File: src/rtl/pil_pkg.sv
// constants, register map and carrier types of the project image card loader
// assumes a 250 MHz system clock and one AHB-Lite slave port
`default_nettype none

package pil_pkg;

	localparam int unsigned CLK_MHZ = 250;
	// lamp flash half period and self reset length, in their own units
	localparam int unsigned FLASH_HALF_MS = 250;
	localparam int unsigned FLASH_HALF_CYC = FLASH_HALF_MS * 1000 * CLK_MHZ;
	localparam int unsigned SELF_RST_MS = 2;
	localparam int unsigned SELF_RST_CYC = SELF_RST_MS * 1000 * CLK_MHZ;
	// cycles after reset release before straps are trusted
	localparam logic [1:0] STRAP_SETTLE = 2'h3;

	localparam int unsigned WORD_BITS = 32;
	localparam int unsigned AW = 16;

	localparam logic [7:0] ADDR_CTRL = 8'h00;
	localparam logic [7:0] ADDR_REQ = 8'h04;
	localparam logic [7:0] ADDR_STAT = 8'h08;
	localparam logic [7:0] ADDR_IRQ_STAT = 8'h0c;
	localparam logic [7:0] ADDR_IRQ_MASK = 8'h10;
	localparam logic [7:0] ADDR_PROJ_LEN = 8'h14;
	localparam logic [7:0] ADDR_FW_LEN = 8'h18;
	localparam logic [7:0] ADDR_PROGRESS = 8'h1c;

	localparam int unsigned CTRL_TRIG_LSB = 0;
	localparam int unsigned CTRL_POST_EXEC = 2;
	localparam int unsigned CTRL_AUTO_FW = 3;
	localparam int unsigned CTRL_FW_WATCH = 4;
	localparam int unsigned REQ_STORE = 0;
	localparam int unsigned REQ_LOAD = 1;
	localparam int unsigned STAT_BUSY = 0;
	localparam int unsigned STAT_CARD = 1;
	localparam int unsigned STAT_LOCK = 2;
	localparam int unsigned STAT_EXEC = 3;
	localparam int unsigned STAT_STORING = 4;
	localparam int unsigned STAT_LOADING = 5;
	localparam int unsigned IRQ_DONE = 0;
	localparam int unsigned IRQ_NOCARD = 1;
	localparam int unsigned IRQ_LOCKED = 2;
	localparam int unsigned IRQ_REFUSED = 3;
	localparam int unsigned IRQ_W = 4;

	localparam logic [15:0] PROJ_LEN_RST = 16'h0100;
	localparam logic [15:0] FW_LEN_RST = 16'h0000;
	localparam logic [3:0] IRQ_MASK_RST = 4'h0;

	typedef enum logic [1:0] {
		PIL_TRIG_POWERUP,
		PIL_TRIG_RAM_EMPTY,
		PIL_TRIG_REQUEST
	} pil_trig_e;

	// field order follows the ctrl word: trig in the low bits
	typedef struct packed {
		logic fw_watch;
		logic auto_fw;
		logic post_exec;
		pil_trig_e trig;
	} pil_cfg_s;

	localparam pil_cfg_s CFG_RST = '{1'b0, 1'b0, 1'b0, PIL_TRIG_REQUEST};

	typedef enum logic [2:0] {
		ST_POR,
		ST_IDLE,
		ST_ST_FETCH,
		ST_ST_WAIT,
		ST_ST_SHIFT,
		ST_LD_SHIFT,
		ST_LD_WRITE,
		ST_SELF_RST
	} pil_state_e;

endpackage

`default_nettype wire

File: src/rtl/pil_card_loader.sv
// project image card loader: stores user ram to the card, loads it back
// assumes a one-cycle-latency user ram port and a card that samples its
// data pin on the rising edge of its own clock and drives it on the falling edge
`default_nettype none

// How it works
// load on power-up, ram-empty, or request only
// ram-empty mode loads only without valid project
// power-up load ends in chosen run mode
// load path can carry a firmware image
// requester must be online in program mode
// no card: refuse request, report it
// no store while card write-locked
// store flashes both lamps, progress readable
// finished store triggers a self reset
// self reset shows red, ends steady green
// requested load also self resets
// power-up load replaces unstored edits
// requested load overwrites all user ram
// requester confirms store, never interrupts it
// requester buffers logs, writes card rarely
// auto firmware update off by default
// pulse requests, ignored while busy, busy flag
// card lamp shows card access
module pil_card_loader #(
	parameter logic [31:0] FLASH_HALF_CYC = pil_pkg::FLASH_HALF_CYC,
	parameter logic [31:0] SELF_RST_CYC = pil_pkg::SELF_RST_CYC
) (
	input wire logic hclk,
	input wire logic hresetn,
	input wire logic hsel,
	input wire logic [31:0] haddr,
	input wire logic [1:0] htrans,
	input wire logic hwrite,
	input wire logic [2:0] hsize,
	input wire logic [31:0] hwdata,
	input wire logic hready,
	output logic hreadyout,
	output logic hresp,
	output logic [31:0] hrdata,
	output logic irq,
	input wire logic card_clk,
	input wire logic card_present,
	input wire logic card_wp,
	input wire logic card_dat_i,
	output logic card_dat_o,
	output logic card_dat_oe,
	input wire logic [1:0] strap_trig,
	input wire logic strap_post_exec,
	input wire logic prog_mode,
	input wire logic ram_valid,
	output logic [15:0] ram_addr,
	output logic ram_rd,
	input wire logic [31:0] ram_rdata,
	output logic ram_we,
	output logic fw_we,
	output logic [31:0] ram_wdata,
	output logic ctrl_reset,
	output logic exec_mode,
	output logic health_green,
	output logic health_red,
	output logic card_lamp
);
	pil_pkg::pil_state_e state_reg;
	pil_pkg::pil_cfg_s cfg_reg, strap_cfg;
	logic [6:0] sync1_reg, sync2_reg;
	logic [7:0] wr_addr_reg;
	logic [31:0] hrdata_reg, shift_reg, rst_cnt_reg, blink_cnt_reg;
	logic [15:0] proj_len_reg, fw_len_reg, addr_reg;
	logic [pil_pkg::IRQ_W-1:0] irq_stat_reg, irq_mask_reg, irq_ev;
	logic [16:0] word_cnt_reg;
	logic [4:0] bit_cnt_reg;
	logic [1:0] por_cnt_reg;
	logic clk_prev_reg, clk_rise, s_present, s_wp, s_dat, wr_pend_reg;
	logic irq_clr, powerup_reg, fw_phase_reg, exec_reg, blink_reg;
	logic store_req, load_req, req_any, idle, xfer, storing, loading;
	logic last_store, last_load, por_load, wait_done, start_store, start_load;

	// only the second stage is ever read
	always_ff @(posedge hclk or negedge hresetn)
	begin
		if (!hresetn)
		begin
			sync1_reg <= 7'h00;
			sync2_reg <= 7'h00;
			clk_prev_reg <= 1'b0;
		end
		else
		begin
			sync1_reg <= {strap_post_exec, strap_trig, card_dat_i, card_wp,
				card_present, card_clk};
			sync2_reg <= sync1_reg;
			clk_prev_reg <= sync2_reg[0];
		end
	end

	assign clk_rise = sync2_reg[0] & ~clk_prev_reg;
	assign s_present = sync2_reg[1];
	assign s_wp = sync2_reg[2];
	assign s_dat = sync2_reg[3];
	always_comb
	begin
		strap_cfg = pil_pkg::CFG_RST;
		strap_cfg.post_exec = sync2_reg[6];
		if (sync2_reg[5:4] != 2'h3)
			strap_cfg.trig = pil_pkg::pil_trig_e'(sync2_reg[5:4]);
	end

	// ahb-lite: zero wait; read data latched in the address phase
	assign hreadyout = 1'b1;
	assign hresp = 1'b0;
	assign hrdata = hrdata_reg;

	always_ff @(posedge hclk or negedge hresetn)
	begin
		if (!hresetn)
		begin
			wr_pend_reg <= 1'b0;
			wr_addr_reg <= 8'h00;
			hrdata_reg <= 32'h0000_0000;
		end
		else if (hready)
		begin
			wr_pend_reg <= hsel & htrans[1] & hwrite;
			wr_addr_reg <= haddr[7:0];
			if (hsel & htrans[1] & ~hwrite)
			begin
				case (haddr[7:0])
				pil_pkg::ADDR_CTRL: hrdata_reg <= {27'h0, cfg_reg};
				pil_pkg::ADDR_STAT: hrdata_reg <= {26'h0, loading, storing,
					exec_reg, s_wp, s_present, ~idle};
				pil_pkg::ADDR_IRQ_STAT: hrdata_reg <= {28'h0, irq_stat_reg};
				pil_pkg::ADDR_IRQ_MASK: hrdata_reg <= {28'h0, irq_mask_reg};
				pil_pkg::ADDR_PROJ_LEN: hrdata_reg <= {16'h0, proj_len_reg};
				pil_pkg::ADDR_FW_LEN: hrdata_reg <= {16'h0, fw_len_reg};
				pil_pkg::ADDR_PROGRESS: hrdata_reg <= {15'h0, word_cnt_reg};
				default: hrdata_reg <= 32'h0000_0000;
				endcase
			end
		end
	end

	assign irq_clr = hready & hsel & htrans[1] & ~hwrite &
		(haddr[7:0] == pil_pkg::ADDR_IRQ_STAT);
	assign store_req = wr_pend_reg & (wr_addr_reg == pil_pkg::ADDR_REQ) &
		hwdata[pil_pkg::REQ_STORE];
	assign load_req = wr_pend_reg & (wr_addr_reg == pil_pkg::ADDR_REQ) &
		hwdata[pil_pkg::REQ_LOAD];
	assign req_any = store_req | load_req;

	always_ff @(posedge hclk or negedge hresetn)
	begin
		if (!hresetn)
		begin
			cfg_reg <= pil_pkg::CFG_RST;
			proj_len_reg <= pil_pkg::PROJ_LEN_RST;
			fw_len_reg <= pil_pkg::FW_LEN_RST;
			irq_mask_reg <= pil_pkg::IRQ_MASK_RST;
		end
		else if (state_reg == pil_pkg::ST_POR && por_cnt_reg ==
			pil_pkg::STRAP_SETTLE)
			cfg_reg <= strap_cfg;
		else if (wr_pend_reg)
		begin
			case (wr_addr_reg)
			pil_pkg::ADDR_CTRL:
			begin
				cfg_reg <= hwdata[4:0];
				if (hwdata[1:0] == 2'h3)
					cfg_reg.trig <= pil_pkg::PIL_TRIG_REQUEST;
			end
			pil_pkg::ADDR_PROJ_LEN: proj_len_reg <= hwdata[15:0];
			pil_pkg::ADDR_FW_LEN: fw_len_reg <= hwdata[15:0];
			pil_pkg::ADDR_IRQ_MASK: irq_mask_reg <= hwdata[3:0];
			default: ;
			endcase
		end
	end

	assign idle = state_reg == pil_pkg::ST_IDLE;
	assign storing = state_reg == pil_pkg::ST_ST_FETCH ||
		state_reg == pil_pkg::ST_ST_WAIT || state_reg == pil_pkg::ST_ST_SHIFT;
	assign loading = state_reg == pil_pkg::ST_LD_SHIFT ||
		state_reg == pil_pkg::ST_LD_WRITE;
	assign xfer = storing | loading;
	// a load wins nothing over a store written in the same word
	assign start_store = idle & store_req & s_present & ~s_wp & prog_mode;
	assign start_load = idle & load_req & ~store_req & s_present & prog_mode;
	assign last_store = 17'(word_cnt_reg + 17'h1) == {1'b0, proj_len_reg};
	assign last_load = 17'(word_cnt_reg + 17'h1) ==
		17'({1'b0, proj_len_reg} + {1'b0, fw_len_reg});
	assign por_load = s_present &&
		(strap_cfg.trig == pil_pkg::PIL_TRIG_POWERUP ||
		(strap_cfg.trig == pil_pkg::PIL_TRIG_RAM_EMPTY && !ram_valid));
	assign wait_done = rst_cnt_reg == 32'(SELF_RST_CYC - 32'h1);

	always_ff @(posedge hclk or negedge hresetn)
	begin
		if (!hresetn)
		begin
			state_reg <= pil_pkg::ST_POR;
			por_cnt_reg <= 2'h0;
			word_cnt_reg <= 17'h0;
			bit_cnt_reg <= 5'h0;
			addr_reg <= 16'h0;
			shift_reg <= 32'h0;
			rst_cnt_reg <= 32'h0;
			powerup_reg <= 1'b0;
			fw_phase_reg <= 1'b0;
		end
		else
		begin
			case (state_reg)
			pil_pkg::ST_POR:
			begin
				por_cnt_reg <= 2'(por_cnt_reg + 2'h1);
				if (por_cnt_reg == pil_pkg::STRAP_SETTLE)
				begin
					fw_phase_reg <= proj_len_reg == 16'h0;
					powerup_reg <= por_load;
					state_reg <= por_load ? pil_pkg::ST_LD_SHIFT
						: pil_pkg::ST_IDLE;
				end
			end
			pil_pkg::ST_IDLE:
			begin
				word_cnt_reg <= 17'h0;
				bit_cnt_reg <= 5'h0;
				addr_reg <= 16'h0;
				powerup_reg <= 1'b0;
				rst_cnt_reg <= 32'h0;
				fw_phase_reg <= proj_len_reg == 16'h0;
				if (start_store)
					state_reg <= pil_pkg::ST_ST_FETCH;
				else if (start_load)
					state_reg <= pil_pkg::ST_LD_SHIFT;
			end
			pil_pkg::ST_ST_FETCH: state_reg <= pil_pkg::ST_ST_WAIT;
			pil_pkg::ST_ST_WAIT:
			begin
				shift_reg <= ram_rdata;
				state_reg <= pil_pkg::ST_ST_SHIFT;
			end
			pil_pkg::ST_ST_SHIFT:
			begin
				// a running store cannot be cancelled from the bus
				if (clk_rise)
				begin
					shift_reg <= {shift_reg[30:0], 1'b0};
					bit_cnt_reg <= 5'(bit_cnt_reg + 5'h1);
					if (bit_cnt_reg == 5'h1f)
					begin
						word_cnt_reg <= 17'(word_cnt_reg + 17'h1);
						addr_reg <= 16'(addr_reg + 16'h1);
						state_reg <= last_store ? pil_pkg::ST_SELF_RST
							: pil_pkg::ST_ST_FETCH;
					end
				end
			end
			pil_pkg::ST_LD_SHIFT:
			begin
				if (clk_rise)
				begin
					shift_reg <= {shift_reg[30:0], s_dat};
					bit_cnt_reg <= 5'(bit_cnt_reg + 5'h1);
					if (bit_cnt_reg == 5'h1f)
						state_reg <= pil_pkg::ST_LD_WRITE;
				end
			end
			pil_pkg::ST_LD_WRITE:
			begin
				// every project word is written; firmware words only when auto_fw is set
				word_cnt_reg <= 17'(word_cnt_reg + 17'h1);
				addr_reg <= 16'(addr_reg + 16'h1);
				if (!fw_phase_reg && 16'(addr_reg + 16'h1) == proj_len_reg)
				begin
					fw_phase_reg <= 1'b1;
					addr_reg <= 16'h0;
				end
				state_reg <= last_load ? pil_pkg::ST_SELF_RST
					: pil_pkg::ST_LD_SHIFT;
			end
			pil_pkg::ST_SELF_RST:
			begin
				rst_cnt_reg <= 32'(rst_cnt_reg + 32'h1);
				if (wait_done)
					state_reg <= pil_pkg::ST_IDLE;
			end
			default: state_reg <= pil_pkg::ST_IDLE;
			endcase
		end
	end

	// mode after a load: chosen mode on power-up, program mode otherwise
	always_ff @(posedge hclk or negedge hresetn)
	begin
		if (!hresetn)
			exec_reg <= 1'b0;
		else if (xfer)
			exec_reg <= 1'b0;
		else if (state_reg == pil_pkg::ST_SELF_RST && wait_done)
			exec_reg <= powerup_reg & cfg_reg.post_exec;
	end

	// the flash phase restarts at each transfer so the lamps light at once
	always_ff @(posedge hclk or negedge hresetn)
	begin
		if (!hresetn)
		begin
			blink_cnt_reg <= 32'h0;
			blink_reg <= 1'b1;
		end
		else if (!xfer || blink_cnt_reg == 32'(FLASH_HALF_CYC - 32'h1))
		begin
			blink_cnt_reg <= 32'h0;
			blink_reg <= ~xfer | ~blink_reg;
		end
		else
			blink_cnt_reg <= 32'(blink_cnt_reg + 32'h1);
	end

	assign irq_ev[pil_pkg::IRQ_DONE] = state_reg == pil_pkg::ST_SELF_RST &&
		wait_done;
	assign irq_ev[pil_pkg::IRQ_NOCARD] = idle & req_any & ~s_present;
	assign irq_ev[pil_pkg::IRQ_LOCKED] = idle & store_req & s_present & s_wp;
	assign irq_ev[pil_pkg::IRQ_REFUSED] = req_any & (~idle | ~prog_mode);

	// set wins over the clear-on-read
	always_ff @(posedge hclk or negedge hresetn)
	begin
		if (!hresetn)
			irq_stat_reg <= 4'h0;
		else
			irq_stat_reg <= (irq_stat_reg & ~{4{irq_clr}}) | irq_ev;
	end

	assign irq = |(irq_stat_reg & irq_mask_reg);
	assign ram_addr = addr_reg;
	assign ram_wdata = shift_reg;
	assign ram_rd = state_reg == pil_pkg::ST_ST_FETCH;
	assign ram_we = state_reg == pil_pkg::ST_LD_WRITE && !fw_phase_reg;
	// firmware words are dropped unless automatic update is enabled
	assign fw_we = state_reg == pil_pkg::ST_LD_WRITE && fw_phase_reg &&
		cfg_reg.auto_fw;
	assign card_dat_o = storing & shift_reg[31];
	assign card_dat_oe = storing;
	assign ctrl_reset = state_reg == pil_pkg::ST_SELF_RST;
	assign exec_mode = exec_reg;
	assign health_green = idle | (xfer & blink_reg);
	assign health_red = state_reg == pil_pkg::ST_SELF_RST;
	assign card_lamp = xfer & blink_reg;

	no_card_a: assert property (@(posedge hclk) disable iff (!hresetn)
		(idle && req_any && !s_present) |=> (state_reg == pil_pkg::ST_IDLE
		&& irq_stat_reg[pil_pkg::IRQ_NOCARD]))
		else $error("request started without a card");
	lock_block_a: assert property (@(posedge hclk) disable iff (!hresetn)
		(idle && store_req && s_wp) |=> state_reg != pil_pkg::ST_ST_FETCH)
		else $error("store started on a locked card");
	store_lamps_a: assert property (@(posedge hclk) disable iff (!hresetn)
		storing |-> (card_dat_oe && health_green == card_lamp && !health_red))
		else $error("store lamps wrong");
	store_reset_a: assert property (@(posedge hclk) disable iff (!hresetn)
		(state_reg == pil_pkg::ST_ST_SHIFT && clk_rise && bit_cnt_reg == 5'h1f
		&& last_store) |=> ctrl_reset ##1 ctrl_reset)
		else $error("no self reset after store");
	reset_red_a: assert property (@(posedge hclk) disable iff (!hresetn)
		ctrl_reset |-> (health_red && !health_green && !card_lamp))
		else $error("health lamp not red in self reset");
	reset_end_a: assert property (@(posedge hclk) disable iff (!hresetn)
		$fell(ctrl_reset) |-> (health_green && !health_red && !card_lamp
		&& idle))
		else $error("lamps wrong after self reset");
	busy_ignore_a: assert property (@(posedge hclk) disable iff (!hresetn)
		(xfer && req_any) |=> (irq_stat_reg[pil_pkg::IRQ_REFUSED]
		&& $stable(word_cnt_reg[16]) && !idle))
		else $error("busy request not refused");
	post_mode_a: assert property (@(posedge hclk) disable iff (!hresetn)
		($fell(ctrl_reset) && $past(powerup_reg)) |-> exec_mode ==
		cfg_reg.post_exec)
		else $error("post-load mode wrong");
	fw_gate_a: assert property (@(posedge hclk) disable iff (!hresetn)
		fw_we |-> (cfg_reg.auto_fw && !ram_we && loading))
		else $error("firmware written without update enabled");
	empty_skip_a: assert property (@(posedge hclk) disable iff (!hresetn)
		(state_reg == pil_pkg::ST_POR && por_cnt_reg == pil_pkg::STRAP_SETTLE
		&& strap_cfg.trig == pil_pkg::PIL_TRIG_RAM_EMPTY && ram_valid)
		|=> idle)
		else $error("ram-empty load with valid ram");
endmodule

`default_nettype wire

File: config.mk
export PLATFORM = sky130hd
export DESIGN_NAME = pil_card_loader
export DESIGN_NICKNAME = d
export VERILOG_FILES = /design/src/rtl/pil_pkg.sv /design/src/rtl/pil_card_loader.sv
export SDC_FILE = /design/constraint.sdc
export NUM_CORES = 1
export LEC_CHECK = 0
export BUFFER_PORTS_ARGS = -buffer_cell sky130_fd_sc_hd__buf_2
export CAP_MARGIN = 15
export CORE_UTILIZATION = 46
export DETAILED_ROUTE_END_ITERATION = 8
export GPL_ROUTABILITY_DRIVEN = 0
export PLACE_DENSITY = 0.67
export SYNTH_ARGS = -nofsm -noshare
export SYNTH_HDL_FRONTEND = slang
export SYNTH_SLANG_ARGS = --single-unit
File: constraint.sdc
create_clock -name hclk -period 3.3 [get_ports hclk]
set_input_delay 0.66 -clock hclk [delete_from_list [all_inputs] [get_ports hclk]]
set_output_delay 0.66 -clock hclk [all_outputs]
set_load 0.02 [all_outputs]
# Yosys cells after proc, flatten, opt, wreduce, memory -nomap -nowiden
# Index checks and enable logic that the tools add are counted.
# W data, S select, Z words.
# word_totals
reg_bits	244
latchBits	0
ramBits	0
romBits	0
in_bits	115
out_inout_bits	93
memories	0
# classes
add_sub_neg	7
multipliers	0
div	0
n_lt_le_gt_ge	0
eq_ne	36
n_shift	0
muxes	39
bitwise_logic	45
reduce_logical	43
# op_table
cell	count
$pmux W17 S7	1
$mux W32	3
$pmux W32 S3	1
$add A32 B1 Y32 const B	2
$pmux W32 S2	1
$eq A8 B5 Y1 const B	7
$pmux W17 S3	1
$mux W16	3
$pmux W16 S3	1
$mux W17	2
$eq A32 B19 Y1 const B	1
$eq A32 B26 Y1 const B	1
$mux W3	10
$and A1 B1 Y1	26
$pmux W3 S8	1
$mux W5	4
$reduce_and A3 Y1	6
$add A16 B16 Y17	1
$add A17 B1 Y17 const B	1
$eq A17 B16 Y1	1
$eq A17 B17 Y1	1
$add A16 B1 Y16 const B	1
$eq A16 B16 Y1	1
$eq A8 B4 Y1 const B	2
other kinds (35)	91

# Depth between registers and ports, before layout
# logic_depth
depth_word	10
depth_mapped	11
depth_no_buf	11

# Worst setup path before layout
# OpenSTA, ideal clock, no wires.
# synth_timing
path_type	register -> register
startpoint	reg addr_reg[0] (netlist: ram_addr[0])
endpoint	reg addr_reg[15] (netlist: ram_addr[15])
setup_time_ns	0.119
arrival_time_ns	2.478
t_required_ns	3.181
setup_slack_ns	0.703
path_stages_with_launch	12
path_buffers	2
period_less_slack_ns	2.597
cell_sequence	dfrtp_1 > ha_1 > buf_2 > nand4_2 > nand2_1 > mux2_2 > o211ai_1 > o21ai_0 > nor4_4 > buf_6 > o311ai_0 > o21a_1
# synth_via
elab_chain_len	5
word_cells_on_any_way	7
classes_between	add/sub: 1; eq/ne: 1; mux: 4; reduce/logical: 1
# synth_lines
item	line_no	text
from (decl)	pil_card_loader.sv:69	logic [15:0] proj_len_reg, fw_len_reg, addr_reg;
from (signal assigned)	pil_card_loader.sv:254	addr_reg <= 16'(addr_reg + 16'h1);
from (signal assigned)	pil_card_loader.sv:274	addr_reg <= 16'(addr_reg + 16'h1);
$add A16 B1 Y16 (*)	pil_card_loader.sv:254, pil_card_loader.sv:274, pil_card_loader.sv:275	
$eq A16 B16 Y1	pil_card_loader.sv:275	if (!fw_phase_reg && 16'(addr_reg + 16'h1) == proj_len_reg)
$logic_and A1 B1 Y1	pil_card_loader.sv:275	
$mux W16	pil_card_loader.sv:275	
$pmux W16 S3 (*)	pil_card_loader.sv:213	case (state_reg)
# Every way passes the cells marked *; elsewhere a longest branch is shown, timed or not. The select of a mux whose other input is x is not followed.
# A chain may end at the register's enable or synchronous reset.

# Worst setup path in the final report
# layout_timing
startpoint	reg word_cnt_reg[0]
endpoint	reg state_reg[0]
# layout_via
elab_chain_len	6
# layout_lines
item	line_no	text
from (decl)	pil_card_loader.sv:71	logic [16:0] word_cnt_reg;
from (signal assigned)	pil_card_loader.sv:253	word_cnt_reg <= 17'(word_cnt_reg + 17'h1);
from (signal assigned)	pil_card_loader.sv:273	word_cnt_reg <= 17'(word_cnt_reg + 17'h1);
$add A17 B1 Y17	pil_card_loader.sv:189	assign last_store = 17'(word_cnt_reg + 17'h1) == {1'b0, proj_len_reg};
$eq A17 B16 Y1	pil_card_loader.sv:189	
$mux W3	pil_card_loader.sv:255	state_reg <= last_store ? pil_pkg::ST_SELF_RST
$mux W3	pil_card_loader.sv:251	if (bit_cnt_reg == 5'h1f)
$mux W3	pil_card_loader.sv:247	if (clk_rise)
$pmux W3 S8	pil_card_loader.sv:213	
to (signal assigned)	pil_card_loader.sv:221	state_reg <= por_load ? pil_pkg::ST_LD_SHIFT
to (signal assigned)	pil_card_loader.sv:255	
to (signal assigned)	pil_card_loader.sv:267	state_reg <= pil_pkg::ST_LD_WRITE;
to (decl)	pil_card_loader.sv:64	pil_pkg::pil_state_e state_reg;
# No other way between the ends. The select of a mux whose other input is x is not followed.

==> impl_metrics.py <==
metrics = {
    "setup_path": {
        "worstSetupEndpointType": "register",
        "cp-start-kind": "register",
        "arrival_ns": 3.55,
        "crit_required_ns": 3.78,
        "critical_path_peak_fanout": 8,
        "criticalPathCategory": "reg2reg",
    },
    "timing": {
        "worst_slew_margin_rel": 0.379,
        "period_needed_ns": 3.07,
        "slew_viol_final": 0,
        "setup-violations-final": 0,
        "fin_skew_ns": 0.0151,
        "worst_slew_pin_slew_ns": 0.932,
        "grt_setup_unrepaired": "false",
        "fmax_mhz": 326,
        "fin_tns_setup_ns": 0,
        "period_share": 0.930,
        "finalHoldViolCount": 0,
    },
    "clock_network": {
        "clk_latency_ns": 0.55,
        "cts_tree": "yes",
        "cts-root-buf": "clkbuf_16",
        "holdBufCountCts": 0,
        "cts_made_buffers": 27,
        "cts.sinks": 229,
        "clkSlewWorstSetupHoldPaths_ns": 0.06,
        "cts_buffer_depth": 3,
        "cts_setup_buffers": 0,
        "ctsResizeCount": 0,
        "htreeDepth": 1,
    },
    "power": {
        "power.share.sequential": 0.390,
        "p_leak_nw": 6.93,
        "p_sw_mw": 3.25,
        "p_sw_frac": 0.356,
        "power.internal_mw": 5.88,
        "peakVddDrop_mv": 0.603,
        "power_density_mw_per_mm2": 609,
        "combPwrFrac": 0.292,
        "clockPowerShare": 0.319,
    },
    "worst_hold_path": {
        "hold_path.class": "in2async",
    },
    "synthesis": {
        "ys_warn_count": 0,
        "synth_cell_types": 78,
        "postSynthAreaPerCell_sq_um": 9.68,
        "yosysTopAreaCell": "dfrtp_1",
        "syn_inst": 1343,
        "ys_seq_elements": 229,
        "async_flop_share": 1.00,
        "ys_top_cells_by_area": "dfrtp_1 (43%), nand2_1 (4.4%), o21ai_0 (4.3%)",
        "seq_area_frac_synth": 0.441,
        "synth-edff-count": 0,
        "yosys_most_used_dff": "dfrtp_1",
        "syn_area_sq_mm": 0.0130,
        "synth_top_cell_area_share": 0.435,
    },
    "detailed_routing": {
        "first_iter_violations": 744,
        "finalWirelength_microns": 32900,
        "drt_pass1_iterations": 9,
        "num_vias": 10700,
        "final_antenna_net_count": 0,
        "via_per_inst": 5.67,
        "drc": 0,
        "avgRoutedWirePerCell_microns": 17.5,
    },
    "cells_and_area": {
        "num_antenna_cells": 0,
        "layout_common_cells": "dfrtp_1 (226), nand2_1 (153), buf_2 (145)",
        "layout_commonest_cell": "dfrtp_1",
        "drive_above_1_share": 0.200,
        "synthToLayoutAreaGrowth_pct": 15.4,
        "finalInstanceArea_sq_mm": 0.0150,
        "final_nets": 1621,
    },
    "grt": {
        "overflow": 0,
        "grt_usage": 0.229,
        "grt_pass1_vias": 10300,
        "grt_max_degree": 75,
        "grt_antenna_before_repair": 2,
        "grt_first_pass_wirelength_microns": 53200,
    },
    "floorplanning": {
        "start_util": 0.468,
        "die_w_microns": 170,
        "die_h_microns": 170,
        "coreArea_sq_mm": 0.0278,
        "io_pins": 208,
        "rows": 61,
        "dieArea_sq_mm": 0.0289,
    },
    "flow_run": {
        "max-cap-violations": 0,
    },
    "placement": {
        "place_area_sq_mm": 0.0141,
        "dp_hpwl_microns": 23800,
        "portBuffers": 146,
    },
    "run_status": {
        "outcome": "complete, no violations",
    },
}
power groups by stage:
stage	registers [mW]	logic, mW	clock network [mW]
2_1_floorplan	3.67	1.70	0
3_3_place_gp	3.58	2.61	0
3_5_place_dp	3.60	2.67	0
4_1_cts	3.56	2.69	2.99
5_1_grt	3.62	2.94	3.08
6_report	3.56	2.66	2.91
kinds of logic (layout without fill, tap and decap cells):
logic type | count (synthesis) | after routing | share of synthesized area
compound gates | 279 | 279 | 0.142
fa+ha+maj | 24 | 24 | 0.0237
simple gates | 500 | 500 | 0.195
xor+xnor | 108 | 108 | 0.0813
buf+inv | 109 | 254 | 0.0413
other cells | 2 | 17 | 0.000578
mux | 92 | 92 | 0.0754
flops | 229 | 229 | 0.441
worst paths after layout:
path                                             to                         from  slack, ns  depth (start not counted)
max                        state_reg[0]$_DFFE_PN0P_  word_cnt_reg[0]$_DFFE_PN0P_       0.23                         10
min                        ram_addr[11]$_DFFE_PN0P_                      hresetn       0.11                          1
max reg2reg                state_reg[0]$_DFFE_PN0P_  word_cnt_reg[0]$_DFFE_PN0P_       0.23                         10
min reg2reg                  sync2_reg[3]$_DFF_PN0_       sync1_reg[3]$_DFF_PN0_       0.34                          0
max in group asynchronous     blink_reg$_DFFE_PN1N_                      hresetn       2.36                          2
min in group hclk            sync1_reg[2]$_DFF_PN0_                      card_wp       0.22                          1
through the flow:
step	setup WS [ns]	hold slack, ns	total power [mW]	util	std cells
final	0.231	0.106	9.13	0.540	1881
after global routing	0.0244	0.137	9.64	0.540	1881
after CTS	0.265	0.118	9.23	0.540	1881
after detailed placement	0.293	0.338	6.27	0.509	1831
after global placement	0.306	0.332	6.19	0.509	1831
after floorplan	0.703	0.331	5.38	-	1358
per-layer routing:
layer  part of all wire  vias up  global-route usage
met3              0.064       56              0.0458
met4              0.025        4              0.0674
met2               0.47      329               0.373
met5            0.00067        -                   0
met1               0.44     5153               0.307
li1                   -     5119                   -
worst max-delay path: stages (launching register included):
cell and delay [ns]:
dfrtp_1 0.52, ha_1 0.33, and3_1 0.29, nand3_1 0.10
or3_1 0.38, xor2_1 0.31, nor4b_1 0.46, buf_4 0.20
nand3_1 0.10, a31oi_1 0.19, o21a_1 0.13
cell usage after synthesis (all sizes together) (4+ instances only):
master	instances
ha	23
nand4	26
inv	22
a211oi	5
o2111ai	5
nand2	154
and3	26
o211ai	10
a21o	18
nor3	35
a222oi	15
a31oi	10
nor4b	7
clkbuf	41
o311ai	6
and2	9
o21ai	113
xnor3	7
xor2	47
nor2b	8
and4	6
o22ai	6
or3	9
nand3b	4
o21a	13
nand3	66
a21oi	22
o31ai	15
nor4	25
nand2b	10
xnor2	53
nor2	104
dfrtp	226
mux2	47
a22oi	11
mux2i	45
buf	45
a22o	8
layout make-up:
class	count	area, sq um
clock inverter	7	78.8
clock buffer	43	796
timing repair buffer	181	1030
tap	378	473
fill	2531	12800
inverter	23	86.3
sequential	229	5730
multi-input combinational	1020	6810
No activity file was read; power rests on OpenSTA's default activity.
